===== src/rtl/gpio_irq_pkg.sv =====
package gpio_irq_pkg;
   localparam int NUM_PINS = 8;
   localparam int ADDR_W = 6;
   localparam int DATA_W = 32;

   // Register byte offsets
   localparam logic [5:0] OFF_RAW = 6'h00;
   localparam logic [5:0] OFF_MASKED = 6'h04;
   localparam logic [5:0] OFF_STATUS = 6'h08;
   localparam logic [5:0] OFF_STATUS_SEL = 6'h0C;
   localparam logic [5:0] OFF_ENABLE = 6'h10;
   localparam logic [5:0] OFF_TYPE_SET = 6'h14;
   localparam logic [5:0] OFF_PIN_SEL = 6'h18;
   localparam logic [5:0] OFF_TYPE_GET = 6'h1C;
   localparam logic [5:0] OFF_PAD_SET = 6'h20;
   localparam logic [5:0] OFF_PAD_GET = 6'h24;

   // Field positions, shared by the set and get words
   localparam int PINS_LSB = 0;
   localparam int TYPE_LSB = 8;
   localparam int DISCRETE_BIT = 11;
   localparam int STRENGTH_LSB = 16;
   localparam int PINTYPE_LSB = 24;
   localparam int SELECT_BIT = 0;
   localparam int PIN_SEL_LSB = 0;

   // Detection types
   localparam logic [2:0] DETECT_FALLING = 3'h0;
   localparam logic [2:0] DETECT_RISING = 3'h1;
   localparam logic [2:0] DETECT_BOTH = 3'h2;
   localparam logic [2:0] DETECT_LOW = 3'h3;
   localparam logic [2:0] DETECT_HIGH = 3'h4;

   // Drive strength encodings
   localparam logic [1:0] DRIVE_LOW = 2'h0;
   localparam logic [1:0] DRIVE_MEDIUM = 2'h1;
   localparam logic [1:0] DRIVE_HIGH = 2'h2;
   localparam logic [1:0] DRIVE_HIGH_SLEW_LIMITED = 2'h3;

   // Pin type encodings
   localparam logic [1:0] PUSH_PULL_TYPE = 2'h0;
   localparam logic [1:0] PUSH_PULL_PULLUP_TYPE = 2'h1;
   localparam logic [1:0] PUSH_PULL_PULLDOWN_TYPE = 2'h2;
   localparam logic [1:0] OPEN_DRAIN_TYPE = 2'h3;

   // Reset values
   localparam logic [7:0] ENABLE_RST = 8'h00;
   localparam logic [2:0] TYPE_RST = DETECT_FALLING;
   localparam logic [1:0] STRENGTH_RST = DRIVE_LOW;
   localparam logic [1:0] PINTYPE_RST = PUSH_PULL_TYPE;

   // Detector waits this many samples before trusting the history
   localparam logic [1:0] ARM_CYCLES = 2'h3;

   localparam logic [1:0] RESP_OKAY = 2'h0;
   localparam logic [1:0] RESP_SLVERR = 2'h2;
endpackage


===== src/rtl/gpio_port_irq_pad.sv =====
// Chosen here: the address map and the AXI4-Lite register port.
`timescale 1ns/1ps
module gpio_port_irq_pad (
   input wire logic clk_sys,
   input wire logic reset_n,
   input wire logic [gpio_irq_pkg::ADDR_W-1:0] s_axi_awaddr,
   input wire logic s_axi_awvalid,
   output logic s_axi_awready,
   input wire logic [31:0] s_axi_wdata,
   input wire logic [3:0] s_axi_wstrb,
   input wire logic s_axi_wvalid,
   output logic s_axi_wready,
   output logic [1:0] s_axi_bresp,
   output logic s_axi_bvalid,
   input wire logic s_axi_bready,
   input wire logic [gpio_irq_pkg::ADDR_W-1:0] s_axi_araddr,
   input wire logic s_axi_arvalid,
   output logic s_axi_arready,
   output logic [31:0] s_axi_rdata,
   output logic [1:0] s_axi_rresp,
   output logic s_axi_rvalid,
   input wire logic s_axi_rready,
   input wire logic [gpio_irq_pkg::NUM_PINS-1:0] pin_in,
   input wire logic [gpio_irq_pkg::NUM_PINS-1:0] pin_dir_out,
   output logic irq,
   output logic [gpio_irq_pkg::NUM_PINS-1:0] pin_irq,
   output logic [gpio_irq_pkg::NUM_PINS-1:0] pad_pullup_en,
   output logic [gpio_irq_pkg::NUM_PINS-1:0] pad_pulldown_en,
   output logic [gpio_irq_pkg::NUM_PINS-1:0] pad_open_drain,
   output logic [2*gpio_irq_pkg::NUM_PINS-1:0] pad_drive_sel,
   output logic [gpio_irq_pkg::NUM_PINS-1:0] pad_slew_limit
);
   localparam int N = gpio_irq_pkg::NUM_PINS;
   localparam int AW = gpio_irq_pkg::ADDR_W;

   // Bus state
   logic aw_full_reg, aw_full_next;
   logic [AW-1:0] aw_addr_reg, aw_addr_next;
   logic w_full_reg, w_full_next;
   logic [31:0] w_data_reg, w_data_next;
   logic [3:0] w_strb_reg, w_strb_next;
   logic bvalid_reg, bvalid_next;
   logic [1:0] bresp_reg, bresp_next;
   logic rvalid_reg, rvalid_next;
   logic [31:0] rdata_reg, rdata_next;
   logic [1:0] rresp_reg, rresp_next;

   // Block state
   logic [N-1:0] raw_reg, raw_next;
   logic [N-1:0] enable_reg, enable_next;
   logic masked_status_select_reg, masked_status_select_next;
   logic [2:0] pin_sel_reg, pin_sel_next;
   logic [N-1:0][2:0] type_reg, type_next;
   logic [N-1:0] discrete_reg, discrete_next;
   logic [N-1:0][1:0] strength_reg, strength_next;
   logic [N-1:0][1:0] pintype_reg, pintype_next;

   // Output state
   logic irq_reg, irq_next;
   logic [N-1:0] pin_irq_reg, pin_irq_next;
   logic [N-1:0] pullup_reg, pullup_next;
   logic [N-1:0] pulldown_reg, pulldown_next;
   logic [N-1:0] od_reg, od_next;
   logic [2*N-1:0] drive_reg, drive_next;
   logic [N-1:0] slew_reg, slew_next;

   logic [N-1:0] event_hit;
   logic [N-1:0] masked;
   logic [31:0] wmask;
   logic [31:0] wval;
   logic wr_fire;
   logic rd_fire;

   function automatic logic mapped(input logic [AW-1:0] a);
      case (a)
         gpio_irq_pkg::OFF_RAW, gpio_irq_pkg::OFF_MASKED,
         gpio_irq_pkg::OFF_STATUS, gpio_irq_pkg::OFF_STATUS_SEL,
         gpio_irq_pkg::OFF_ENABLE, gpio_irq_pkg::OFF_TYPE_SET,
         gpio_irq_pkg::OFF_PIN_SEL, gpio_irq_pkg::OFF_TYPE_GET,
         gpio_irq_pkg::OFF_PAD_SET, gpio_irq_pkg::OFF_PAD_GET: mapped = 1'b1;
         default: mapped = 1'b0;
      endcase
   endfunction

   genvar gi;
   generate
      for (gi = 0; gi < N; gi++) begin : g_pin
         gpio_pin_detect u_detect (
            .clk_sys(clk_sys),
            .reset_n(reset_n),
            .pin_async(pin_in[gi]),
            .detect_type(type_reg[gi]),
            .event_hit(event_hit[gi])
         );
      end
   endgenerate

   assign masked = raw_reg & enable_reg;

   // Bus handshakes
   assign s_axi_awready = !aw_full_reg && !bvalid_reg;
   assign s_axi_wready = !w_full_reg && !bvalid_reg;
   assign s_axi_arready = !rvalid_reg;
   assign wr_fire = aw_full_reg && w_full_reg && !bvalid_reg;
   assign rd_fire = s_axi_arvalid && s_axi_arready;
   assign wmask = {{8{w_strb_reg[3]}}, {8{w_strb_reg[2]}},
                   {8{w_strb_reg[1]}}, {8{w_strb_reg[0]}}};
   assign wval = w_data_reg & wmask;

   always_comb begin
      aw_full_next = aw_full_reg;
      aw_addr_next = aw_addr_reg;
      w_full_next = w_full_reg;
      w_data_next = w_data_reg;
      w_strb_next = w_strb_reg;
      bvalid_next = bvalid_reg;
      bresp_next = bresp_reg;
      if (s_axi_awvalid && s_axi_awready) begin
         aw_full_next = 1'b1;
         aw_addr_next = s_axi_awaddr;
      end
      if (s_axi_wvalid && s_axi_wready) begin
         w_full_next = 1'b1;
         w_data_next = s_axi_wdata;
         w_strb_next = s_axi_wstrb;
      end
      if (wr_fire) begin
         aw_full_next = 1'b0;
         w_full_next = 1'b0;
         bvalid_next = 1'b1;
         bresp_next = mapped(aw_addr_reg) ? gpio_irq_pkg::RESP_OKAY :
                      gpio_irq_pkg::RESP_SLVERR;
      end else if (bvalid_reg && s_axi_bready) begin
         bvalid_next = 1'b0;
      end
   end

   always_comb begin
      rvalid_next = rvalid_reg;
      rdata_next = rdata_reg;
      rresp_next = rresp_reg;
      if (rd_fire) begin
         rvalid_next = 1'b1;
         rdata_next = 32'h0000_0000;
         rresp_next = gpio_irq_pkg::RESP_OKAY;
         case (s_axi_araddr)
            gpio_irq_pkg::OFF_RAW: rdata_next[N-1:0] = raw_reg;
            gpio_irq_pkg::OFF_MASKED: rdata_next[N-1:0] = masked;
            gpio_irq_pkg::OFF_STATUS:
               rdata_next[N-1:0] = masked_status_select_reg ?
                                   masked : raw_reg;
            gpio_irq_pkg::OFF_STATUS_SEL:
               rdata_next[gpio_irq_pkg::SELECT_BIT] = masked_status_select_reg;
            gpio_irq_pkg::OFF_ENABLE: rdata_next[N-1:0] = enable_reg;
            gpio_irq_pkg::OFF_TYPE_SET: rdata_next = 32'h0000_0000;
            gpio_irq_pkg::OFF_PIN_SEL:
               rdata_next[gpio_irq_pkg::PIN_SEL_LSB +: 3] = pin_sel_reg;
            gpio_irq_pkg::OFF_TYPE_GET: begin
               rdata_next[gpio_irq_pkg::TYPE_LSB +: 3] =
                  type_reg[pin_sel_reg];
               rdata_next[gpio_irq_pkg::DISCRETE_BIT] =
                  discrete_reg[pin_sel_reg];
            end
            gpio_irq_pkg::OFF_PAD_SET: rdata_next = 32'h0000_0000;
            gpio_irq_pkg::OFF_PAD_GET: begin
               rdata_next[gpio_irq_pkg::STRENGTH_LSB +: 2] =
                  strength_reg[pin_sel_reg];
               rdata_next[gpio_irq_pkg::PINTYPE_LSB +: 2] =
                  pintype_reg[pin_sel_reg];
            end
            default: rresp_next = gpio_irq_pkg::RESP_SLVERR;
         endcase
      end else if (rvalid_reg && s_axi_rready) begin
         rvalid_next = 1'b0;
      end
   end

   // Register writes and sticky flags
   always_comb begin
      logic [N-1:0] clr;
      logic [N-1:0] pins;
      clr = '0;
      pins = '0;
      enable_next = enable_reg;
      masked_status_select_next = masked_status_select_reg;
      pin_sel_next = pin_sel_reg;
      type_next = type_reg;
      discrete_next = discrete_reg;
      strength_next = strength_reg;
      pintype_next = pintype_reg;
      if (wr_fire) begin
         pins = wval[gpio_irq_pkg::PINS_LSB +: N];
         case (aw_addr_reg)
            gpio_irq_pkg::OFF_STATUS: clr = pins;
            gpio_irq_pkg::OFF_RAW: clr = pins;
            gpio_irq_pkg::OFF_STATUS_SEL:
               if (w_strb_reg[0]) begin
                  masked_status_select_next =
                     w_data_reg[gpio_irq_pkg::SELECT_BIT];
               end
            gpio_irq_pkg::OFF_ENABLE:
               enable_next = (enable_reg & ~wmask[N-1:0]) |
                             wval[N-1:0];
            gpio_irq_pkg::OFF_PIN_SEL:
               if (w_strb_reg[0]) begin
                  pin_sel_next = w_data_reg[gpio_irq_pkg::PIN_SEL_LSB +: 3];
               end
            gpio_irq_pkg::OFF_TYPE_SET:
               if (w_strb_reg[1]) begin
                  for (int i = 0; i < N; i++) begin
                     if (pins[i]) begin
                        type_next[i] =
                           w_data_reg[gpio_irq_pkg::TYPE_LSB +: 3];
                        discrete_next[i] =
                           w_data_reg[gpio_irq_pkg::DISCRETE_BIT];
                     end
                  end
               end
            gpio_irq_pkg::OFF_PAD_SET:
               for (int i = 0; i < N; i++) begin
                  if (pins[i] && w_strb_reg[2]) begin
                     strength_next[i] =
                        w_data_reg[gpio_irq_pkg::STRENGTH_LSB +: 2];
                  end
                  if (pins[i] && w_strb_reg[3]) begin
                     pintype_next[i] =
                        w_data_reg[gpio_irq_pkg::PINTYPE_LSB +: 2];
                  end
               end
            default: clr = '0;
         endcase
      end
      // A new event in the clearing cycle keeps its flag
      raw_next = (raw_reg & ~clr) | event_hit;
   end

   // Outputs, registered from the state above
   always_comb begin
      logic [N-1:0] m_next;
      m_next = raw_next & enable_next;
      irq_next = |(m_next & ~discrete_next);
      pin_irq_next = m_next & discrete_next;
      for (int i = 0; i < N; i++) begin
         pullup_next[i] =
            (pintype_reg[i] == gpio_irq_pkg::PUSH_PULL_PULLUP_TYPE);
         pulldown_next[i] =
            (pintype_reg[i] == gpio_irq_pkg::PUSH_PULL_PULLDOWN_TYPE);
         // Input pins take only the termination setting
         od_next[i] = pin_dir_out[i] &&
            (pintype_reg[i] == gpio_irq_pkg::OPEN_DRAIN_TYPE);
         drive_next[2*i +: 2] = pin_dir_out[i] ? strength_reg[i] :
                                gpio_irq_pkg::DRIVE_LOW;
         slew_next[i] = pin_dir_out[i] && (strength_reg[i] ==
            gpio_irq_pkg::DRIVE_HIGH_SLEW_LIMITED);
      end
   end

   always_ff @(posedge clk_sys or negedge reset_n) begin
      if (!reset_n) begin
         aw_full_reg <= 1'b0;
         aw_addr_reg <= '0;
         w_full_reg <= 1'b0;
         w_data_reg <= 32'h0000_0000;
         w_strb_reg <= 4'h0;
         bvalid_reg <= 1'b0;
         bresp_reg <= gpio_irq_pkg::RESP_OKAY;
         rvalid_reg <= 1'b0;
         rdata_reg <= 32'h0000_0000;
         rresp_reg <= gpio_irq_pkg::RESP_OKAY;
         raw_reg <= '0;
         enable_reg <= gpio_irq_pkg::ENABLE_RST;
         masked_status_select_reg <= 1'b0;
         pin_sel_reg <= 3'h0;
         type_reg <= {N{gpio_irq_pkg::TYPE_RST}};
         discrete_reg <= '0;
         strength_reg <= {N{gpio_irq_pkg::STRENGTH_RST}};
         pintype_reg <= {N{gpio_irq_pkg::PINTYPE_RST}};
         irq_reg <= 1'b0;
         pin_irq_reg <= '0;
         pullup_reg <= '0;
         pulldown_reg <= '0;
         od_reg <= '0;
         drive_reg <= '0;
         slew_reg <= '0;
      end else begin
         aw_full_reg <= aw_full_next;
         aw_addr_reg <= aw_addr_next;
         w_full_reg <= w_full_next;
         w_data_reg <= w_data_next;
         w_strb_reg <= w_strb_next;
         bvalid_reg <= bvalid_next;
         bresp_reg <= bresp_next;
         rvalid_reg <= rvalid_next;
         rdata_reg <= rdata_next;
         rresp_reg <= rresp_next;
         raw_reg <= raw_next;
         enable_reg <= enable_next;
         masked_status_select_reg <= masked_status_select_next;
         pin_sel_reg <= pin_sel_next;
         type_reg <= type_next;
         discrete_reg <= discrete_next;
         strength_reg <= strength_next;
         pintype_reg <= pintype_next;
         irq_reg <= irq_next;
         pin_irq_reg <= pin_irq_next;
         pullup_reg <= pullup_next;
         pulldown_reg <= pulldown_next;
         od_reg <= od_next;
         drive_reg <= drive_next;
         slew_reg <= slew_next;
      end
   end

   assign s_axi_bvalid = bvalid_reg;
   assign s_axi_bresp = bresp_reg;
   assign s_axi_rvalid = rvalid_reg;
   assign s_axi_rdata = rdata_reg;
   assign s_axi_rresp = rresp_reg;
   assign irq = irq_reg;
   assign pin_irq = pin_irq_reg;
   assign pad_pullup_en = pullup_reg;
   assign pad_pulldown_en = pulldown_reg;
   assign pad_open_drain = od_reg;
   assign pad_drive_sel = drive_reg;
   assign pad_slew_limit = slew_reg;
endmodule


===== src/rtl/gpio_pin_detect.sv =====
`timescale 1ns/1ps
module gpio_pin_detect (
   input wire logic clk_sys,
   input wire logic reset_n,
   input wire logic pin_async,
   input wire logic [2:0] detect_type,
   output logic event_hit
);
   logic sync1_reg, sync1_next;
   logic sync2_reg, sync2_next;
   logic prev_reg, prev_next;
   logic [1:0] armed_reg, armed_next;
   logic armed;
   logic rise, fall;

   always_comb begin
      sync1_next = pin_async;
      sync2_next = sync1_reg;
      prev_next = sync2_reg;
      armed_next = armed_reg;
      if (armed_reg != gpio_irq_pkg::ARM_CYCLES) begin
         armed_next = armed_reg + 2'h1;
      end
   end

   always_ff @(posedge clk_sys or negedge reset_n) begin
      if (!reset_n) begin
         sync1_reg <= 1'b0;
         sync2_reg <= 1'b0;
         prev_reg <= 1'b0;
         armed_reg <= 2'h0;
      end else begin
         sync1_reg <= sync1_next;
         sync2_reg <= sync2_next;
         prev_reg <= prev_next;
         armed_reg <= armed_next;
      end
   end

   // No edges until the sync chain holds real pin samples
   assign armed = (armed_reg == gpio_irq_pkg::ARM_CYCLES);
   assign rise = armed & sync2_reg & ~prev_reg;
   assign fall = armed & ~sync2_reg & prev_reg;

   always_comb begin
      case (detect_type)
         gpio_irq_pkg::DETECT_FALLING: event_hit = fall;
         gpio_irq_pkg::DETECT_RISING: event_hit = rise;
         gpio_irq_pkg::DETECT_BOTH: event_hit = rise | fall;
         gpio_irq_pkg::DETECT_LOW: event_hit = armed & ~sync2_reg;
         gpio_irq_pkg::DETECT_HIGH: event_hit = armed & sync2_reg;
         default: event_hit = 1'b0;
      endcase
   end
endmodule


===== config.mk =====
export PLATFORM = sky130hd
export DESIGN_NAME = gpio_port_irq_pad
export DESIGN_NICKNAME = d
export VERILOG_FILES = /design/src/rtl/gpio_irq_pkg.sv /design/src/rtl/gpio_port_irq_pad.sv /design/src/rtl/gpio_pin_detect.sv
export SDC_FILE = /design/constraint.sdc
export NUM_CORES = 1
export LEC_CHECK = 0
export BUFFER_PORTS_ARGS = -buffer_cell sky130_fd_sc_hd__buf_2
export CAP_MARGIN = 20
export CORE_UTILIZATION = 55
export CTS_CLUSTER_SIZE = 24
export DETAILED_ROUTE_END_ITERATION = 8
export GPL_TIMING_DRIVEN = 0
export PLACE_DENSITY_LB_ADDON = 0.15
export SLEW_MARGIN = 20
export SYNTH_ARGS = -nofsm -noshare
export SYNTH_HDL_FRONTEND = slang
export SYNTH_SLANG_ARGS = --single-unit

===== constraint.sdc =====
create_clock -name clk_sys -period 5.77 [get_ports clk_sys]
set_clock_uncertainty 0.1 [all_clocks]
set_input_delay 0.577 -clock clk_sys [delete_from_list [all_inputs] [get_ports clk_sys]]
set_output_delay 0.577 -clock clk_sys [all_outputs]
set_load 0.05 [all_outputs]

==> summary.txt <==
Power and ir drop
  • Combinational fraction of design power: 19.8%
  • Psw: 0.001428 W
  • Power per cell area: 400.5 mW/mm²
  • Share of power burned in registers: 45.0%
  • Clk pwr share: 35.2%
  • Sw Ratio: 30.90%
  • Leakage: 5.737 nW
  • Final total power: 0.004621 W
  • Int Power: 0.003193 W
  • Worst IR Drop VDD: 0.2285 mV

Floorplan
  • Die footprint: 0.01799 mm²
  • Initial Util: 57.10%
  • Core Box Area: 0.01682 mm²
  • # IOs: 169
  • Chip height: 134.1 µm
  • Die W: 134.1 µm
  • Row count: 47

Worst setup path
  • Worst EP required: 6040 ps
  • Worst setup EP type: flip-flop
  • Crit-path max cell delay: 650 ps
  • Slowest-stage cell, CP: or4_4
  • Cell breakdown of the critical path: or4_4 > o41ai_1 > o311ai_1 > nand3_1 > o311a_1 > o2111ai_1
  • CP Data Arrival Time: 2980 ps
  • Setup Crit Path Kind: flip-flop to flip-flop
  • Critical path launch point type: flip-flop
  • Crit Path Max Fanout: 6

Clock tree
  • Cts hold-fix bufs: 1
  • Sink Count: 229
  • Clock buffer depth: 3
  • Skew-Pair Late Insertion Delay: 510 ps
  • Clk slew on worst S/H paths: 60 ps
  • Postcts setup bufs: 0
  • PostCTS Resize Cnt: 0
  • Htree depth: 1
  • CTS root buffer: clkbuf_16
  • CTS tree: done
  • Num CTS Buffers: 24

Placed design
  • Hpwl dp: 15580 µm
  • I/O Buffers: 132
  • Routability cong.: 0.8535
  • Dpl ws: 2942 ps
  • Placed insts: 1085

Timing
  • Unrepaired setup endpoints after global routing: false
  • Fin worst setup slack: 3058 ps
  • Setup TNS: 0 ps
  • Setup Viol. Count Final: 0
  • Period utilisation layout: 47.01%
  • Crit path time final: 2712 ps
  • Max frequency: 0.3687 GHz
  • Pins Over Slew Limit: 0
  • Worst-margin pin slew: 889.0 ps
  • Slew headroom: 40.60%
  • Hold violation total from the final report: 0

Yosys
  • Synth area leaders: dfrtp_1, mux2_2, mux4_2
  • Largest family of logic cells by synthesized area: multiplexers
  • Async set or reset register ratio after synthesis: 100.0%
  • Post-synth top cells: dfrtp_1, mux2_2, nand2_1
  • Post-Synth XOR/XNOR Area: 1.186%
  • Post-synthesis register bit count: 229
  • Syn avg cell area: 13.45 µm²
  • Count leader, synth: dfrtp_1
  • Most used DFF post-synth: dfrtp_1
  • Netlist cell types: 59
  • Post-synth EDFFs: 0
  • Post-synth top area share: 59.67%
  • Synthesized area: 0.009604 mm²
  • Synth Area in Adders: 1.146%
  • Area share of and/or/nand/nor cells after synthesis: 12.66%
  • Yosys top cell by area: dfrtp_1
  • Sequential cell area fraction in the yosys report: 59.67%
  • Post-synthesis compound-gate area fraction: 5.367%
  • Synth Warn #: 0
  • Mux share of post-synthesis cell area: 17.11%
  • Post-Synthesis Cells: 714

Worst hold path
  • Worst hold path class: input port to flip-flop

Route
  • DRT Pass-1 Iters: 5
  • Via/cell ratio: 5.641
  • DR WL/cell: 18.60 µm
  • Residual DRC count: 0
  • Initial DRC count: 285
  • Vias: 6369
  • Routed Antenna Nets: 0
  • Final WL: 21010 µm

GRT
  • First-pass GRT wire length: 34420 µm
  • Antenna violations before repair: 0
  • Grt total ovfl: 0
  • Pin count of the biggest net entering global routing: 102
  • Global Route Usage Sum: 24.62%
  • Number of global-route vias before repair: 6578

Layout
  • Number of flip-flops in the largest register: 24
  • Antenna Cells: 0
  • Layout Utilization: 68.60%
  • Non-filler cells, final: 1129
  • Area Overhead vs Synth: 20.13%
  • Final #Nets: 971
  • Layout cells sized above 1: 35.64%

Outcome
  • Status: completed

Job
  • Max Cap Violations: 0
[cell families after synthesis]
kind of cell,count (synthesis)
and+or+nand+nor,206
buffers and inverters,52
DFF,229
xor gates and xnor gates,13
muxes,131
AOI/OAI and AO/OA,73
adders and majority gates,9
other,1
[through the flow]
stage,hold WS [ps],instance area [µm²]
after detailed placement,234.7,10670
after global placement,231.5,10600
after CTS,58.41,11540
after floorplan,181.4,9668
final,70.77,11540
after global routing,64.09,11540
[worst max-delay path: cells and delay by family (launching register included)]
family             cells  cell delay, ps
AOI/OAI and AO/OA      4            1170
and+or+nand+nor        2             820
DFF                    1             480
[area by class of cell]
class	count	area, µm²
sequential	229	5731
clock inverter	10	132.6
buffer	35	207.7
timing repair buffer	135	735.7
fill	1205	5281
tap	220	275.3
multi-input combinational	450	3666
clock buffer	33	725.7
inverter	17	63.81
[power groups by stage]
stage	registers [W]	clock network, W	logic, W
global route	0.00212	0.00171	0.000988
CTS	0.00208	0.00165	0.000921
detailed placement	0.00211	0	0.000914
finish	0.00208	0.00162	0.000915
global placement	0.00209	0	0.000882
floorplan	0.00211	0	0.000572
[final timing paths]
path	from	endpoint	slack, ps	cells after the start
max	aw_addr_reg[1]	irq	3060	6
min	pin_in[4]	g_pin[4].u_detect.sync1_reg	70	1
max reg2reg	aw_addr_reg[1]	irq	3060	6
min reg2reg	g_pin[0].u_detect.sync1_reg	g_pin[0].u_detect.prev_next	250	0
max in group asynchronous	reset_n	type_reg[3]	3930	4
min in group asynchronous	reset_n	pad_pullup_en[0]	450	2
[placed cells by master (no fill, tap or decap), types with 5 or more instances in the layout]
cell and instances:
nor2b_1 25, nor4bb_1 9, inv_1 17, clkbuf_8 7, a21o_1 7, nor3_1 9
nor3b_1 6, a22o_1 9, mux2i_1 16, buf_4 19, conb_1 18, nor2_1 31
buf_2 135, clkbuf_16 25, xnor2_1 11, mux4_2 16, dfrtp_1 229, and2_1 16
ha_1 8, nand2_1 41, a21oi_1 9, nand3_1 9, and3_1 20, clkbuf_1 12
clkinv_2 5, nand4_1 17, mux2_2 95, o21ai_0 24
[metal layers]
layer / vias up / GRT usage [%] / part of all wire (%) / routed length [µm]
met1: 3181 / 31.52 / 40 / 8397
met2: 235 / 43.64 / 51 / 10740
met4: 0 / 7.990 / 2.9 / 604
met5: - / 0 / 0 / 0
met3: 55 / 3.061 / 6.0 / 1261
li1: 2898 / - / - / -
Power figures use the tool's default switching activity.
